===== config.mk =====
export PLATFORM = sky130hd
export DESIGN_NAME = mpr_pin_supervisor
export DESIGN_NICKNAME = d
export VERILOG_FILES = /design/src/inc/mpr_pkg.sv /design/src/rtl/mpr_pin_supervisor.sv /design/src/rtl/mpr_reset_stretch.sv
export SDC_FILE = /design/constraint.sdc
export NUM_CORES = 1
export LEC_CHECK = 0
export BUFFER_PORTS_ARGS = -buffer_cell sky130_fd_sc_hd__buf_2
export CAP_MARGIN = 40
export CORE_ASPECT_RATIO = 0.5
export CORE_MARGIN = 2
export CORE_UTILIZATION = 30
export CTS_BUF_LIST = sky130_fd_sc_hd__clkbuf_8
export DETAILED_ROUTE_END_ITERATION = 7
export PLACE_DENSITY_LB_ADDON = 0.1
export SLEW_MARGIN = 10
export SYNTH_ARGS = -nofsm -noshare
export SYNTH_HDL_FRONTEND = slang
export SYNTH_HIERARCHICAL = 1
export SYNTH_SLANG_ARGS = --single-unit

===== constraint.sdc =====
create_clock -name clock -period 3.69 [get_ports clock]
set_input_delay 0.5535 -clock clock [delete_from_list [all_inputs] [get_ports clock]]
set_output_delay 0.5535 -clock clock [all_outputs]
set_load 0.1 [all_outputs]

===== src/inc/mpr_pkg.sv =====
package mpr_pkg;

  // ==========================================================
  // Register map, byte addresses on the APB
  // ==========================================================
  localparam int ADDR_W = 8;
  localparam logic [7:0] REG_CFG = 8'h00;
  localparam logic [7:0] REG_STATUS = 8'h04;
  localparam logic [7:0] REG_SLAVE_ADDR = 8'h08;
  localparam logic [7:0] REG_PIN_LEVELS = 8'h0C;
  localparam logic [7:0] REG_FAN_DAC = 8'h10;
  localparam logic [7:0] REG_STATUS_MIRROR = 8'h4C;

  // ==========================================================
  // Fields and reset values
  // ==========================================================
  localparam int STAT_GPI_BIT = 4;
  localparam int STAT_THERM_BIT = 5;
  localparam logic [4:0] SLAVE_ADDR_UPPER = 5'h0B;
  localparam logic [1:0] ADD_PIN_GND = 2'h2;
  localparam logic [1:0] ADD_PIN_OPEN = 2'h0;
  localparam logic [1:0] ADD_PIN_VCC = 2'h1;
  localparam logic [7:0] CFG_RESET = 8'h00;
  localparam logic [7:0] FAN_DAC_RESET = 8'h00;
  localparam logic [7:0] FAN_FULL = 8'hFF;

  // ==========================================================
  // Timing
  // ==========================================================
  localparam int CLOCK_MHZ = 200;
  localparam int RESET_HOLD_NS = 1000;
  localparam int RESET_HOLD_CYCLES = (RESET_HOLD_NS * CLOCK_MHZ + 999) / 1000;

  // ==========================================================
  // Types
  // ==========================================================
  typedef struct packed {
    logic [3:0] rsvd;
    logic fan_off_req;
    logic gpi_active_high;
    logic int_enable;
    logic diode2_digital;
  } mpr_cfg_s;

  typedef struct packed {
    logic manual_reset_n;
    logic supply_low;
    logic aux_voltage_monitor_low;
    logic primary_reset_n;
    logic second_diode_neg;
    logic second_diode_pos;
    logic connectivity_test_enable;
    logic addr_sel_high;
    logic addr_sel_low;
  } mpr_pins_s;

  typedef enum logic [2:0] {
    RS_IDLE = 3'b001,
    RS_ACTIVE = 3'b010,
    RS_HOLD = 3'b100
  } mpr_rst_e;

endpackage


===== src/rtl/mpr_pin_supervisor.sv =====
// Added by the designer: the address map and the APB slave port.
`timescale 1ns/1ps
`default_nettype none
// Function
// - Secondary reset stays low while manual reset input is low.
// - After manual reset rises, secondary reset holds for the hold interval.
// - Primary reset pin low while supply is low, then held for hold interval.
// - Primary reset pin is open-drain; external low resets the device internally.
// - Secondary reset low on aux or supply low, manual reset, or primary reset.
// - Secondary reset held for hold interval after every source clears.
// - Fan shutdown request pin is driven low to ask for fan off.
// - High test pin selects connectivity test; else it carries fan speed.
// - In connectivity test the address pin becomes the test result output.
// - Negative second diode pin is analog input or open-drain digital pin.
// - In digital mode the over-temperature pin is driven low on set point.
// - External low on over-temperature pin sets status and forces full fan.
// - Positive second diode pin can be a polarity-selectable input setting bit 4.
// - Input status bit clears only on status read while input is inactive.
// - Address pin sampled once at power-up, later changes ignored.
// - Interrupt pin signals trip only when config bit 1 set; off after reset.
// - Slave address is 01011 above two bits from the address pin.
// - Status also readable through a mirror at 4Ch.
module mpr_pin_supervisor
  import mpr_pkg::*;
#(
  parameter int HOLD_CYCLES = RESET_HOLD_CYCLES
) (
  // Clock, reset, enable
  input wire logic clock,
  input wire logic nrst,
  input wire logic ce,
  // APB slave
  input wire logic [ADDR_W-1:0] paddr,
  input wire logic psel,
  input wire logic penable,
  input wire logic pwrite,
  input wire logic [31:0] pwdata,
  output logic [31:0] prdata,
  output logic pready,
  output logic pslverr,
  // Supply monitors and manual reset
  input wire logic supply_low,
  input wire logic aux_voltage_monitor_low,
  input wire logic manual_reset_n,
  // Reset pins
  input wire logic primary_reset_n_in,
  output logic primary_reset_n_out,
  output logic primary_reset_n_oe,
  output logic secondary_reset_n_out,
  output logic secondary_reset_n_oe,
  output logic core_reset_n,
  // Fan pins
  output logic fan_off_n_out,
  output logic fan_off_n_oe,
  output logic [7:0] fan_speed_out,
  output logic fan_speed_oe,
  input wire logic connectivity_test_enable,
  // Second diode pins
  input wire logic second_diode_neg_in,
  output logic second_diode_neg_out,
  output logic second_diode_neg_oe,
  input wire logic second_diode_pos_in,
  output logic diode2_analog,
  // Address pin
  input wire logic addr_sel_high,
  input wire logic addr_sel_low,
  output logic connectivity_test_out,
  output logic connectivity_test_oe,
  output logic [6:0] slave_addr,
  // Interrupt pin and core events
  input wire logic setpoint_exceeded,
  input wire logic trip_violation,
  output logic int_n_out,
  output logic int_n_oe
);

  // ==========================================================
  // Input synchronisers
  // ==========================================================
  mpr_pins_s raw, meta_q, pins_q;
  assign raw = '{manual_reset_n: manual_reset_n, supply_low: supply_low,
                 aux_voltage_monitor_low: aux_voltage_monitor_low,
                 primary_reset_n: primary_reset_n_in, second_diode_neg: second_diode_neg_in,
                 second_diode_pos: second_diode_pos_in,
                 connectivity_test_enable: connectivity_test_enable,
                 addr_sel_high: addr_sel_high, addr_sel_low: addr_sel_low};

  genvar gi;
  generate
    for (gi = 0; gi < $bits(mpr_pins_s); gi++) begin : g_sync
      always_ff @(posedge clock or negedge nrst) begin
        if (!nrst) begin
          meta_q[gi] <= 1'b0;
          pins_q[gi] <= 1'b0;
        end else if (ce) begin
          meta_q[gi] <= raw[gi];
          pins_q[gi] <= meta_q[gi];
        end
      end
    end
  endgenerate

  // ==========================================================
  // Reset generators
  // ==========================================================
  logic pri_active, sec_active, sec_src;

  mpr_reset_stretch #(.HOLD_CYCLES(HOLD_CYCLES)) u_primary (
    .clock(clock),
    .nrst(nrst),
    .ce(ce),
    .src_active(pins_q.supply_low),
    .reset_active(pri_active)
  );

  // Pin level, not own drive, so an external low also counts
  assign sec_src = pins_q.supply_low || pins_q.aux_voltage_monitor_low
                   || !pins_q.manual_reset_n || !pins_q.primary_reset_n;

  mpr_reset_stretch #(.HOLD_CYCLES(HOLD_CYCLES)) u_secondary (
    .clock(clock),
    .nrst(nrst),
    .ce(ce),
    .src_active(sec_src),
    .reset_active(sec_active)
  );

  assign primary_reset_n_out = 1'b0;
  assign primary_reset_n_oe = pri_active;
  assign secondary_reset_n_out = 1'b0;
  assign secondary_reset_n_oe = sec_active;
  assign core_reset_n = pins_q.primary_reset_n;

  // ==========================================================
  // Registers and pin state
  // ==========================================================
  mpr_cfg_s cfg_q, cfg_d;
  logic [7:0] dac_q, dac_d, fan_q, fan_d;
  logic stat_gpi_q, stat_gpi_d, stat_therm_q, stat_therm_d;
  logic therm_oe_q, therm_oe_d, therm_p1_q, therm_p2_q;
  logic [1:0] add_q, add_d, add_wait_q, add_wait_d;
  logic add_done_q, add_done_d, test_out_q, test_out_d;
  logic [31:0] prdata_q, prdata_d;
  logic setup, access, wr_en, rd_status, hit, gpi_active, ext_therm;

  function automatic logic [31:0] read_mux(input logic [ADDR_W-1:0] a, input mpr_cfg_s c,
                                            input logic [7:0] dac, input logic [6:0] sa,
                                            input logic sg, input logic st, input mpr_pins_s p);
    logic [31:0] r;
    r = '0;
    case (a)
      REG_CFG: r[7:0] = c;
      REG_STATUS, REG_STATUS_MIRROR: begin
        r[STAT_GPI_BIT] = sg;
        r[STAT_THERM_BIT] = st;
      end
      REG_SLAVE_ADDR: r[6:0] = sa;
      REG_PIN_LEVELS: r[8:0] = p;
      REG_FAN_DAC: r[7:0] = dac;
      default: r = '0;
    endcase
    return r;
  endfunction

  always_comb begin
    hit = (paddr == REG_CFG) || (paddr == REG_STATUS) || (paddr == REG_STATUS_MIRROR)
          || (paddr == REG_SLAVE_ADDR) || (paddr == REG_PIN_LEVELS) || (paddr == REG_FAN_DAC);
    setup = psel && !penable;
    access = psel && penable;
    wr_en = access && pwrite && hit;
    rd_status = access && !pwrite && ((paddr == REG_STATUS) || (paddr == REG_STATUS_MIRROR));
    gpi_active = cfg_q.diode2_digital
                 && (pins_q.second_diode_pos == cfg_q.gpi_active_high);
    // No own drive for three cycles, so the sampled low is not our echo
    ext_therm = cfg_q.diode2_digital && !pins_q.second_diode_neg
                && !therm_oe_q && !therm_p1_q && !therm_p2_q;

    cfg_d = cfg_q;
    dac_d = dac_q;
    if (wr_en && paddr == REG_CFG) begin
      cfg_d = mpr_cfg_s'(pwdata[7:0]);
      cfg_d.rsvd = '0;
    end
    if (wr_en && paddr == REG_FAN_DAC) begin
      dac_d = pwdata[7:0];
    end

    prdata_d = prdata_q;
    if (setup && !pwrite) begin
      prdata_d = read_mux(paddr, cfg_q, dac_q, slave_addr, stat_gpi_q, stat_therm_q, pins_q);
    end

    // Only bits already reported are cleared, so a set is never lost
    stat_gpi_d = gpi_active || (stat_gpi_q && !(rd_status && prdata_q[STAT_GPI_BIT]));
    stat_therm_d = ext_therm || (stat_therm_q && !(rd_status && prdata_q[STAT_THERM_BIT]));

    therm_oe_d = cfg_q.diode2_digital && setpoint_exceeded;
    fan_d = ext_therm ? FAN_FULL : dac_q;
    test_out_d = ~&pins_q;

    add_wait_d = add_wait_q;
    add_d = add_q;
    add_done_d = add_done_q;
    if (!add_done_q) begin
      if (add_wait_q == 2'h2) begin
        add_done_d = 1'b1;
        add_d = pins_q.addr_sel_low ? ADD_PIN_GND : (pins_q.addr_sel_high ? ADD_PIN_VCC : ADD_PIN_OPEN);
      end else begin
        add_wait_d = add_wait_q + 1'b1;
      end
    end
  end

  always_ff @(posedge clock or negedge nrst) begin
    if (!nrst) begin
      cfg_q <= mpr_cfg_s'(CFG_RESET);
      dac_q <= FAN_DAC_RESET;
      fan_q <= FAN_DAC_RESET;
      stat_gpi_q <= 1'b0;
      stat_therm_q <= 1'b0;
      therm_oe_q <= 1'b0;
      therm_p1_q <= 1'b0;
      therm_p2_q <= 1'b0;
      add_q <= ADD_PIN_OPEN;
      add_wait_q <= 2'h0;
      add_done_q <= 1'b0;
      test_out_q <= 1'b0;
      prdata_q <= '0;
    end else if (ce) begin
      cfg_q <= cfg_d;
      dac_q <= dac_d;
      fan_q <= fan_d;
      stat_gpi_q <= stat_gpi_d;
      stat_therm_q <= stat_therm_d;
      therm_oe_q <= therm_oe_d;
      therm_p1_q <= therm_oe_q;
      therm_p2_q <= therm_p1_q;
      add_q <= add_d;
      add_wait_q <= add_wait_d;
      add_done_q <= add_done_d;
      test_out_q <= test_out_d;
      prdata_q <= prdata_d;
    end
  end

  // ==========================================================
  // Outputs
  // ==========================================================
  assign pready = 1'b1;
  assign pslverr = access && !hit;
  assign prdata = prdata_q;
  assign slave_addr = {SLAVE_ADDR_UPPER, add_q};
  assign fan_off_n_out = 1'b0;
  assign fan_off_n_oe = cfg_q.fan_off_req;
  assign fan_speed_out = fan_q;
  assign fan_speed_oe = !pins_q.connectivity_test_enable;
  assign connectivity_test_out = test_out_q;
  assign connectivity_test_oe = pins_q.connectivity_test_enable;
  assign diode2_analog = !cfg_q.diode2_digital;
  assign second_diode_neg_out = 1'b0;
  assign second_diode_neg_oe = therm_oe_q;
  assign int_n_out = 1'b0;
  assign int_n_oe = cfg_q.int_enable && trip_violation;

  // ==========================================================
  // Checks
  // ==========================================================
  property p_mr_holds;
    @(posedge clock) disable iff (!nrst)
    !pins_q.manual_reset_n |-> secondary_reset_n_oe;
  endproperty
  a_mr_holds: assert property (p_mr_holds) else $error("manual reset not seen");

  property p_supply_primary;
    @(posedge clock) disable iff (!nrst)
    pins_q.supply_low |-> primary_reset_n_oe && secondary_reset_n_oe;
  endproperty
  a_supply_primary: assert property (p_supply_primary) else $error("supply low missed");

  property p_ext_primary;
    @(posedge clock) disable iff (!nrst)
    !pins_q.primary_reset_n |-> !core_reset_n && secondary_reset_n_oe;
  endproperty
  a_ext_primary: assert property (p_ext_primary) else $error("external reset missed");

  property p_aux_secondary;
    @(posedge clock) disable iff (!nrst)
    pins_q.aux_voltage_monitor_low |-> secondary_reset_n_oe;
  endproperty
  a_aux_secondary: assert property (p_aux_secondary) else $error("aux low missed");

  property p_fan_off;
    @(posedge clock) disable iff (!nrst)
    (ce && wr_en && paddr == REG_CFG) |=> fan_off_n_oe == $past(pwdata[3]);
  endproperty
  a_fan_off: assert property (p_fan_off) else $error("fan off not written");

  property p_test_mode;
    @(posedge clock) disable iff (!nrst)
    pins_q.connectivity_test_enable |-> !fan_speed_oe && connectivity_test_oe;
  endproperty
  a_test_mode: assert property (p_test_mode) else $error("test mode pins wrong");

  property p_therm_drive;
    @(posedge clock) disable iff (!nrst)
    (ce && cfg_q.diode2_digital && setpoint_exceeded) |=> second_diode_neg_oe;
  endproperty
  a_therm_drive: assert property (p_therm_drive) else $error("therm not driven");

  property p_ext_therm;
    @(posedge clock) disable iff (!nrst)
    (ce && ext_therm) |=> stat_therm_q && fan_speed_out == FAN_FULL;
  endproperty
  a_ext_therm: assert property (p_ext_therm) else $error("therm input ignored");

  property p_gpi_sticky;
    @(posedge clock) disable iff (!nrst)
    (ce && stat_gpi_q && !rd_status) |=> stat_gpi_q;
  endproperty
  a_gpi_sticky: assert property (p_gpi_sticky) else $error("gpi cleared without read");

  property p_addr_frozen;
    @(posedge clock) disable iff (!nrst)
    add_done_q |=> $stable(slave_addr) && slave_addr[6:2] == SLAVE_ADDR_UPPER;
  endproperty
  a_addr_frozen: assert property (p_addr_frozen) else $error("address changed");

  property p_int_gate;
    @(posedge clock) disable iff (!nrst)
    int_n_oe |-> cfg_q.int_enable && trip_violation;
  endproperty
  a_int_gate: assert property (p_int_gate) else $error("interrupt not gated");

  c_gpi_read: cover property (@(posedge clock) disable iff (!nrst) stat_gpi_q && rd_status ##1 !stat_gpi_q);
  c_ext_therm: cover property (@(posedge clock) disable iff (!nrst) ext_therm);
  c_sec_release: cover property (@(posedge clock) disable iff (!nrst) $fell(secondary_reset_n_oe));

endmodule // mpr_pin_supervisor
`default_nettype wire


===== src/rtl/mpr_reset_stretch.sv =====
`timescale 1ns/1ps
`default_nettype none
module mpr_reset_stretch
  import mpr_pkg::*;
#(
  parameter int HOLD_CYCLES = RESET_HOLD_CYCLES
) (
  // Clock and reset
  input wire logic clock,
  input wire logic nrst,
  input wire logic ce,
  // Reset source and stretched result
  input wire logic src_active,
  output logic reset_active
);

  localparam int CW = $clog2(HOLD_CYCLES + 1);

  mpr_rst_e state_q, state_d;
  logic [CW-1:0] cnt_q, cnt_d;

  // ==========================================================
  // Stretch state machine
  // ==========================================================
  always_comb begin
    state_d = state_q;
    cnt_d = cnt_q;
    case (state_q)
      RS_IDLE: begin
        if (src_active) begin
          state_d = RS_ACTIVE;
        end
      end
      RS_ACTIVE: begin
        if (!src_active) begin
          state_d = RS_HOLD;
          cnt_d = '0;
        end
      end
      RS_HOLD: begin
        if (src_active) begin
          state_d = RS_ACTIVE;
        end else if (cnt_q == CW'(HOLD_CYCLES - 1)) begin
          state_d = RS_IDLE;
        end else begin
          cnt_d = cnt_q + 1'b1;
        end
      end
      default: begin
        state_d = RS_ACTIVE;
      end
    endcase
  end

  // Power-up counts as a source, so the output starts asserted
  always_ff @(posedge clock or negedge nrst) begin
    if (!nrst) begin
      state_q <= RS_ACTIVE;
      cnt_q <= '0;
    end else if (ce) begin
      state_q <= state_d;
      cnt_q <= cnt_d;
    end
  end

  // Source passes straight through so assertion has no lag
  assign reset_active = src_active || (state_q != RS_IDLE);

  // ==========================================================
  // Checks
  // ==========================================================
  property p_release_after_hold;
    @(posedge clock) disable iff (!nrst)
    $fell(reset_active) |-> $past(state_q) == RS_HOLD && $past(cnt_q) == CW'(HOLD_CYCLES - 1);
  endproperty
  a_release_after_hold: assert property (p_release_after_hold) else $error("reset released early");

  property p_restart;
    @(posedge clock) disable iff (!nrst)
    (state_q == RS_HOLD && src_active && ce) |=> state_q == RS_ACTIVE && reset_active;
  endproperty
  a_restart: assert property (p_restart) else $error("hold not restarted");

  property p_src_holds;
    @(posedge clock) disable iff (!nrst)
    src_active |-> reset_active;
  endproperty
  a_src_holds: assert property (p_src_holds) else $error("source not passed");

  c_hold_done: cover property (@(posedge clock) disable iff (!nrst)
    state_q == RS_HOLD ##1 state_q == RS_IDLE);

endmodule // mpr_reset_stretch
`default_nettype wire


==> results.cfg, run 1 <==
[outcome]
status = complete, no violations

[clock_tree]
cts_setup_buffers = 0
ctsHoldBuffers = 0
cts_tree = built
clock_latency_ps = 360
cts_buffer_depth = 2
cts_htree_levels = 3
cts_sinks = 80
cts-root-buf = clkbuf_8
cts_buffers = 9
path_clk_slew_ps = 90
cts_resized = 0

[sta]
relSlewSlack_pct = 52.76
finalHoldViolCount = 0
finalSetupViolCount = 0
report.final.slew_viol_count = 0
worst_pin_slew_ps = 704.5
rsz0062_at_grt = false
timing.final.crit_period_ps = 2470
min_period_over_period_pct = 66.93
setup_slack_ps = 1220
fin_worst_skew_ps = 11.91
tns_ps = 0
fmax_ghz = 0.4049

[floorplanning]
initial_core_util_pct = 30.39
rows = 31
fp.dieW_um = 174.3
die_area_sq_um = 15530
coreArea_sq_um = 14310
io_pins = 121
die_h_um = 89.14

[power_and_ir_drop]
pwr-share-clk_pct = 31.4
peakVddDrop_mv = 0.1502
power.density_nw_per_um2 = 491.2
switching_power_mw = 0.8654
p_total_mw = 2.435
p_leak_nw = 2.294
p_seq_share_pct = 44.4
cellInternalPower_mw = 1.569
p_comb_share_pct = 24.2
swShare_pct = 35.55

[setup_path]
crit_chain = buf_2, nor4_1, o21ai_0, and3_1, buf_2
worst-path-buf-inv = 2
end_kind = primary output
startpoint_type = input port
cp_max_fo = 4
crit_slowest_cell = nor4_1
worst_path_dominant_cell_family = simple AND/OR/NAND/NOR gates
worstSetupPathType = input port to primary output
arrival_ps = 1920
crit_path_frequent_cell = buf_2
critPathMaxStageDelay_ps = 520
required_ps = 3140

[logic_synthesis]
synth_flop_cell = dfrtp_1
synth_top_area_cell = dfrtp_1
synth_adder_area_share_pct = 0.8631
synth_top_cells_by_count = dfrtp_1, nand2_1, buf_4
yosysTopAreaCellShare_pct = 44.88
synth_compound_area_share_pct = 10.67
synth-xor-area-share_pct = 1.410
synth_top_family_by_area = simple AND/OR/NAND/NOR gates
synth.yosys.seq_area_share_pct = 46.09
ys_warn_count = 6
synth_cell_types = 70
synthArstFlopShare_pct = 100.0
synth.most_common_cell = dfrtp_1
ys_ff_latch = 80
syn_inst = 405
avgSynthCellArea_sq_um = 10.74
netlist_area_sq_um = 4349
synthMuxAreaShare_pct = 11.05
synthSimpleGateAreaFrac_pct = 20.14
synth-edff-count = 0
ys_top_cells_by_area = dfrtp_1, mux2_2, buf_4, nand2_1, mux2i_1

[layout]
fin_util_pct = 34.63
diodes = 0
layout-drive-gt1-share_pct = 29.21
nets = 524
seq_area_sq_um = 2004
multi_input_area_sq_um = 2047
fill_cells = 1511
finalInstanceArea_sq_um = 4956
area_growth_pct = 13.95

[drt]
ant_nets = 0
viasPerCell = 4.661
wl_per_cell_um = 14.48
drc = 0
drt-initial-drc-count = 152
vias = 3109
first_pass_iters = 4
totalWireLength_mm = 9.661

[grt]
track_usage_pct = 12.96
grt_first_pass_wirelength_mm = 15.55
grt_max_degree = 55
grt_overflow = 0
grt_pass1_vias = 2886
antenna_found_initial = 0

[place]
dpl_worst_slack_ps = 1227
port_buffers = 62
place.gp.congestion = 0.7718
dp_hpwl_mm = 7.015
dpl_cell_area_sq_um = 4726

[min_path]
holdCritPathClass = input port to async pin

[run]
cap_violations = 0
-- stage by stage --
stage                     cells  hold WS [ps]
after global routing        667         104.7
after detailed placement    651         464.1
final                       667         105.4
after global placement      650         456.0
after floorplan             437         257.9
after CTS                   667         104.9
-- per-layer routing --
metal / up-vias / wire [um] / track usage, %
met5: - / 0 / 0
met3: 9 / 439 / 3.699
met4: 0 / 106 / 3.667
met1: 1511 / 4924 / 17.76
met2: 73 / 4190 / 20.20
li1: 1516 / - / -
-- power groups by stage --
stage / Sequential (mW) / Combinational (mW) / Clock (mW)
finish: 1.08 / 0.589 / 0.764
global route: 1.10 / 0.634 / 0.830
CTS: 1.09 / 0.594 / 0.799
detailed placement: 1.10 / 0.593 / 0
global placement: 1.10 / 0.588 / 0
floorplan: 1.16 / 0.448 / 0
-- logic make-up after synthesis --
group | after synthesis
AND/OR/NAND/NOR | 137
adder cells (fa/ha/maj) | 3
AO/OA/AOI/OAI | 65
multiplexers | 44
XOR/XNOR | 7
buffers and inverters | 67
flip-flops | 80
other | 2
-- layout by cell type, fill, tap and decap left out, types with 5 or more instances in the layout --
cell type,netlist,final
nor2_1,6,6
mux2i_1,12,12
inv_1,17,20
nand2b_1,6,6
dfrtp_1,78,78
conb_1,2,34
nand3_1,15,15
mux2_2,31,31
or3_1,6,6
a21oi_1,6,6
o21ai_0,16,16
clkbuf_8,0,9
nand4_1,11,11
buf_2,5,61
nand2_1,40,40
and2_1,5,5
-- state kept, by name, summed over array words and instances, names as in the netlist, 2 cells and up --
signal,cells
dac_q,8
add_wait_q,2
u_primary/cnt_q,8
fan_speed_out,8
u_primary/state_q,3
cfg_q,3
pins_q,7
prdata,9
u_secondary/cnt_q,8
meta_q,9
u_secondary/state_q,3
add_q,2
-- area by class of cell --
class                           count  area share (%)
Clock inverter                      7           2.146
Timing Repair Buffer               66           7.321
Multi-Input combinational cell    290           41.30
Clock buffer                        9           2.499
Sequential cell                    80           40.44
Tap cell                          198           4.999
Inverter                           17           1.288
-- final timing paths --
kind                                                from  slack (ps)                            endpoint  cells past startpoint
worst max-delay path                            paddr[1]        1220                             pslverr                      5
worst min-delay path                                nrst         110    connectivity_test_oe$_DFFE_PN0P_                      1
worst max register to register  core_reset_n$_DFFE_PN0P_        1740    u_secondary/cnt_q[7]$_DFFE_PN0P_                      5
worst min register to register    add_done_q$_DFFE_PN0P_         470              add_done_q$_DFFE_PN0P_                      1
max in group asynchronous                           nrst        2930  u_secondary/state_q[1]$_DFFE_PN1P_                      2
min in group clock              connectivity_test_enable         420               meta_q[2]$_DFFE_PN0P_                      2
(Power assumes the default switching activity.)
==> run 2: changes to the inputs <==
==> constraint.sdc (replaced) <==
create_clock -name clock -period 2.2 [get_ports clock]
set_input_delay 0.33 -clock clock [delete_from_list [all_inputs] [get_ports clock]]
set_output_delay 0.33 -clock clock [all_outputs]
set_load 0.1 [all_outputs]
==> run 2 against run 1 <==
Against the previous run:
- count of clock-buffer cells in the layout grew 1
- power grew 66%
- die area is the same
- clock skew grew 5.3 ps
- sequential power grew 68%
- first-iteration DRC count grew 1.3%
- wire length grew 1.2%
- global-route usage grew 0.63 points
- via count shrank 0.19%
- non-clock buffer count grew 7
- flip-flop and latch count is the same
- clock power grew 61%
- largest cell class unchanged
==> results.cfg, run 2 (synthesis gave the netlist of run 1 again) <==
[clock_tree]
cts-root-buf = clkbuf_8
cts_buffers = 9
path_clk_slew_ps = 90
cts_htree_levels = 3
cts_buffer_depth = 2
cts_tree = built
clock_latency_ps = 360
cts_sinks = 80

[drt]
totalWireLength_mm = 9.776
ant_nets = 0
vias = 3103
drc = 0
drt-initial-drc-count = 154
wl_per_cell_um = 14.50
first_pass_iters = 4
viasPerCell = 4.604

[sta]
min_period_over_period_pct = 91.84
rsz0062_at_grt = false
timing.hold.ws_ps = 184.6
fin_worst_skew_ps = 17.22
finalHoldViolCount = 0
finalSetupViolCount = 0
tns_ps = 0
timing.final.crit_period_ps = 2020
worst_pin_slew_ps = 589.0
fmax_ghz = 0.4949
report.final.slew_viol_count = 0
relSlewSlack_pct = 60.74

[layout]
final_common_cell = dfrtp_1
nets = 531
layout_common_cells = dfrtp_1, buf_2, nand2_1
layout-drive-gt1-share_pct = 30.88
area_growth_pct = 15.05
fin_util_pct = 34.96
diodes = 0
fill_cells = 1505

[power_and_ir_drop]
p_leak_nw = 2.309
peakVddDrop_mv = 0.2747
power.density_nw_per_um2 = 808.3

[grt]
track_usage_pct = 13.59
antenna_found_initial = 0
grt_overflow = 0
grt_first_pass_wirelength_mm = 16.21
grt_pass1_vias = 3050
grt_max_degree = 45

[setup_path]
cp_max_fo = 5
startpoint_type = register
worstSetupPathType = register to primary output
end_kind = primary output
arrival_ps = 1690
required_ps = 1870

[floorplanning]
die_h_um = 89.14
coreArea_sq_um = 14310
fp.dieW_um = 174.3
rows = 31
io_pins = 121
die_area_sq_um = 15530
initial_core_util_pct = 30.39

[place]
port_buffers = 62
place.gp.congestion = 0.7856
dp_hpwl_mm = 7.044

[run]
cap_violations = 0

[min_path]
holdCritPathClass = input port to register

[outcome]
status = complete, no violations
## run 2: changes by cell type in the layout (fill, tap and decap cells not counted), sizes merged
cell / delta
bufinv: -1
inv: -2
buf: +6
dlygate4sd3: +1
clkbuf: +1
clkinvlp: +2
## run 2: power breakdown
group          total (mW)  switching, mW  internal (mW)  leakage (nW)
clock network        1.23          0.568          0.664         0.110
registers            1.81          0.186           1.63          1.05
logic               0.998          0.728          0.270          1.15
## run 2: worst paths after layout
check                                     startpoint                               end  slack, ps  cells after the start
min                                        pwdata[7]              dac_q[7]$_DFFE_PN0P_        180                      2
max in group asynchronous                       nrst             pins_q[1]$_DFFE_PN0P_       1100                      3
max reg2reg                 core_reset_n$_DFFE_PN0P_  u_secondary/cnt_q[6]$_DFFE_PN0P_        330                      5
max                         core_reset_n$_DFFE_PN0P_              secondary_reset_n_oe        180                      5
min in group asynchronous                       nrst              dac_q[0]$_DFFE_PN0P_        510                      2
min reg2reg                add_wait_q[0]$_DFFE_PN0P_         add_wait_q[0]$_DFFE_PN0P_        470                      1
## run 2: per-layer routing
metal	vias up	part of all wire [%]	global-route usage, %
li1	1522	-	-
met1	1502	51	18.67
met2	68	44	21.07
met3	11	4.0	3.827
met4	0	1.2	4.049
met5	-	0	0
## run 2: through the flow
| stage | cells | power [mW] | setup WS [ps] | cell area [sq um] |
|---|---|---|---|---|
| 3_5_place_dp | 657 | 2.850 | 148.6 | 4765 |
| 6_report | 674 | 4.044 | 179.5 | 5004 |
| 3_3_place_gp | 657 | 2.847 | 162.3 | 4765 |
| 2_1_floorplan | 437 | 2.696 | 1.656 | 4471 |
| 4_1_cts | 674 | 4.104 | 18.29 | 4996 |
| 5_1_grt | 674 | 4.279 | 74.87 | 5004 |
## run 2: cell type report
type	count	area (sq um)	share of cell area, %
inverter	17	63.81	1.275
timing repair buffer	73	412.9	8.252
multi-input combinational	290	2052	41.01
clock buffer	10	137.6	2.751
clock inverter	6	83.83	1.675
sequential	80	2006	40.08
tap	198	247.7	4.951
## run 2: what timing repair did
action | CTS | global route
hold endpoints to repair | 34 | 0
setup endpoints to repair | 0 | 1
resized for setup | 0 | 3
hold buffers | 1 | 0
buffers inserted | 0 | 0
## run 2: critical path, stage by stage, from the launching register on
cell and delay (ps):
dfrtp_2 420, nand2_1 90, or3_4 370, nor2_2 140, nand2_1 70, buf_4 230
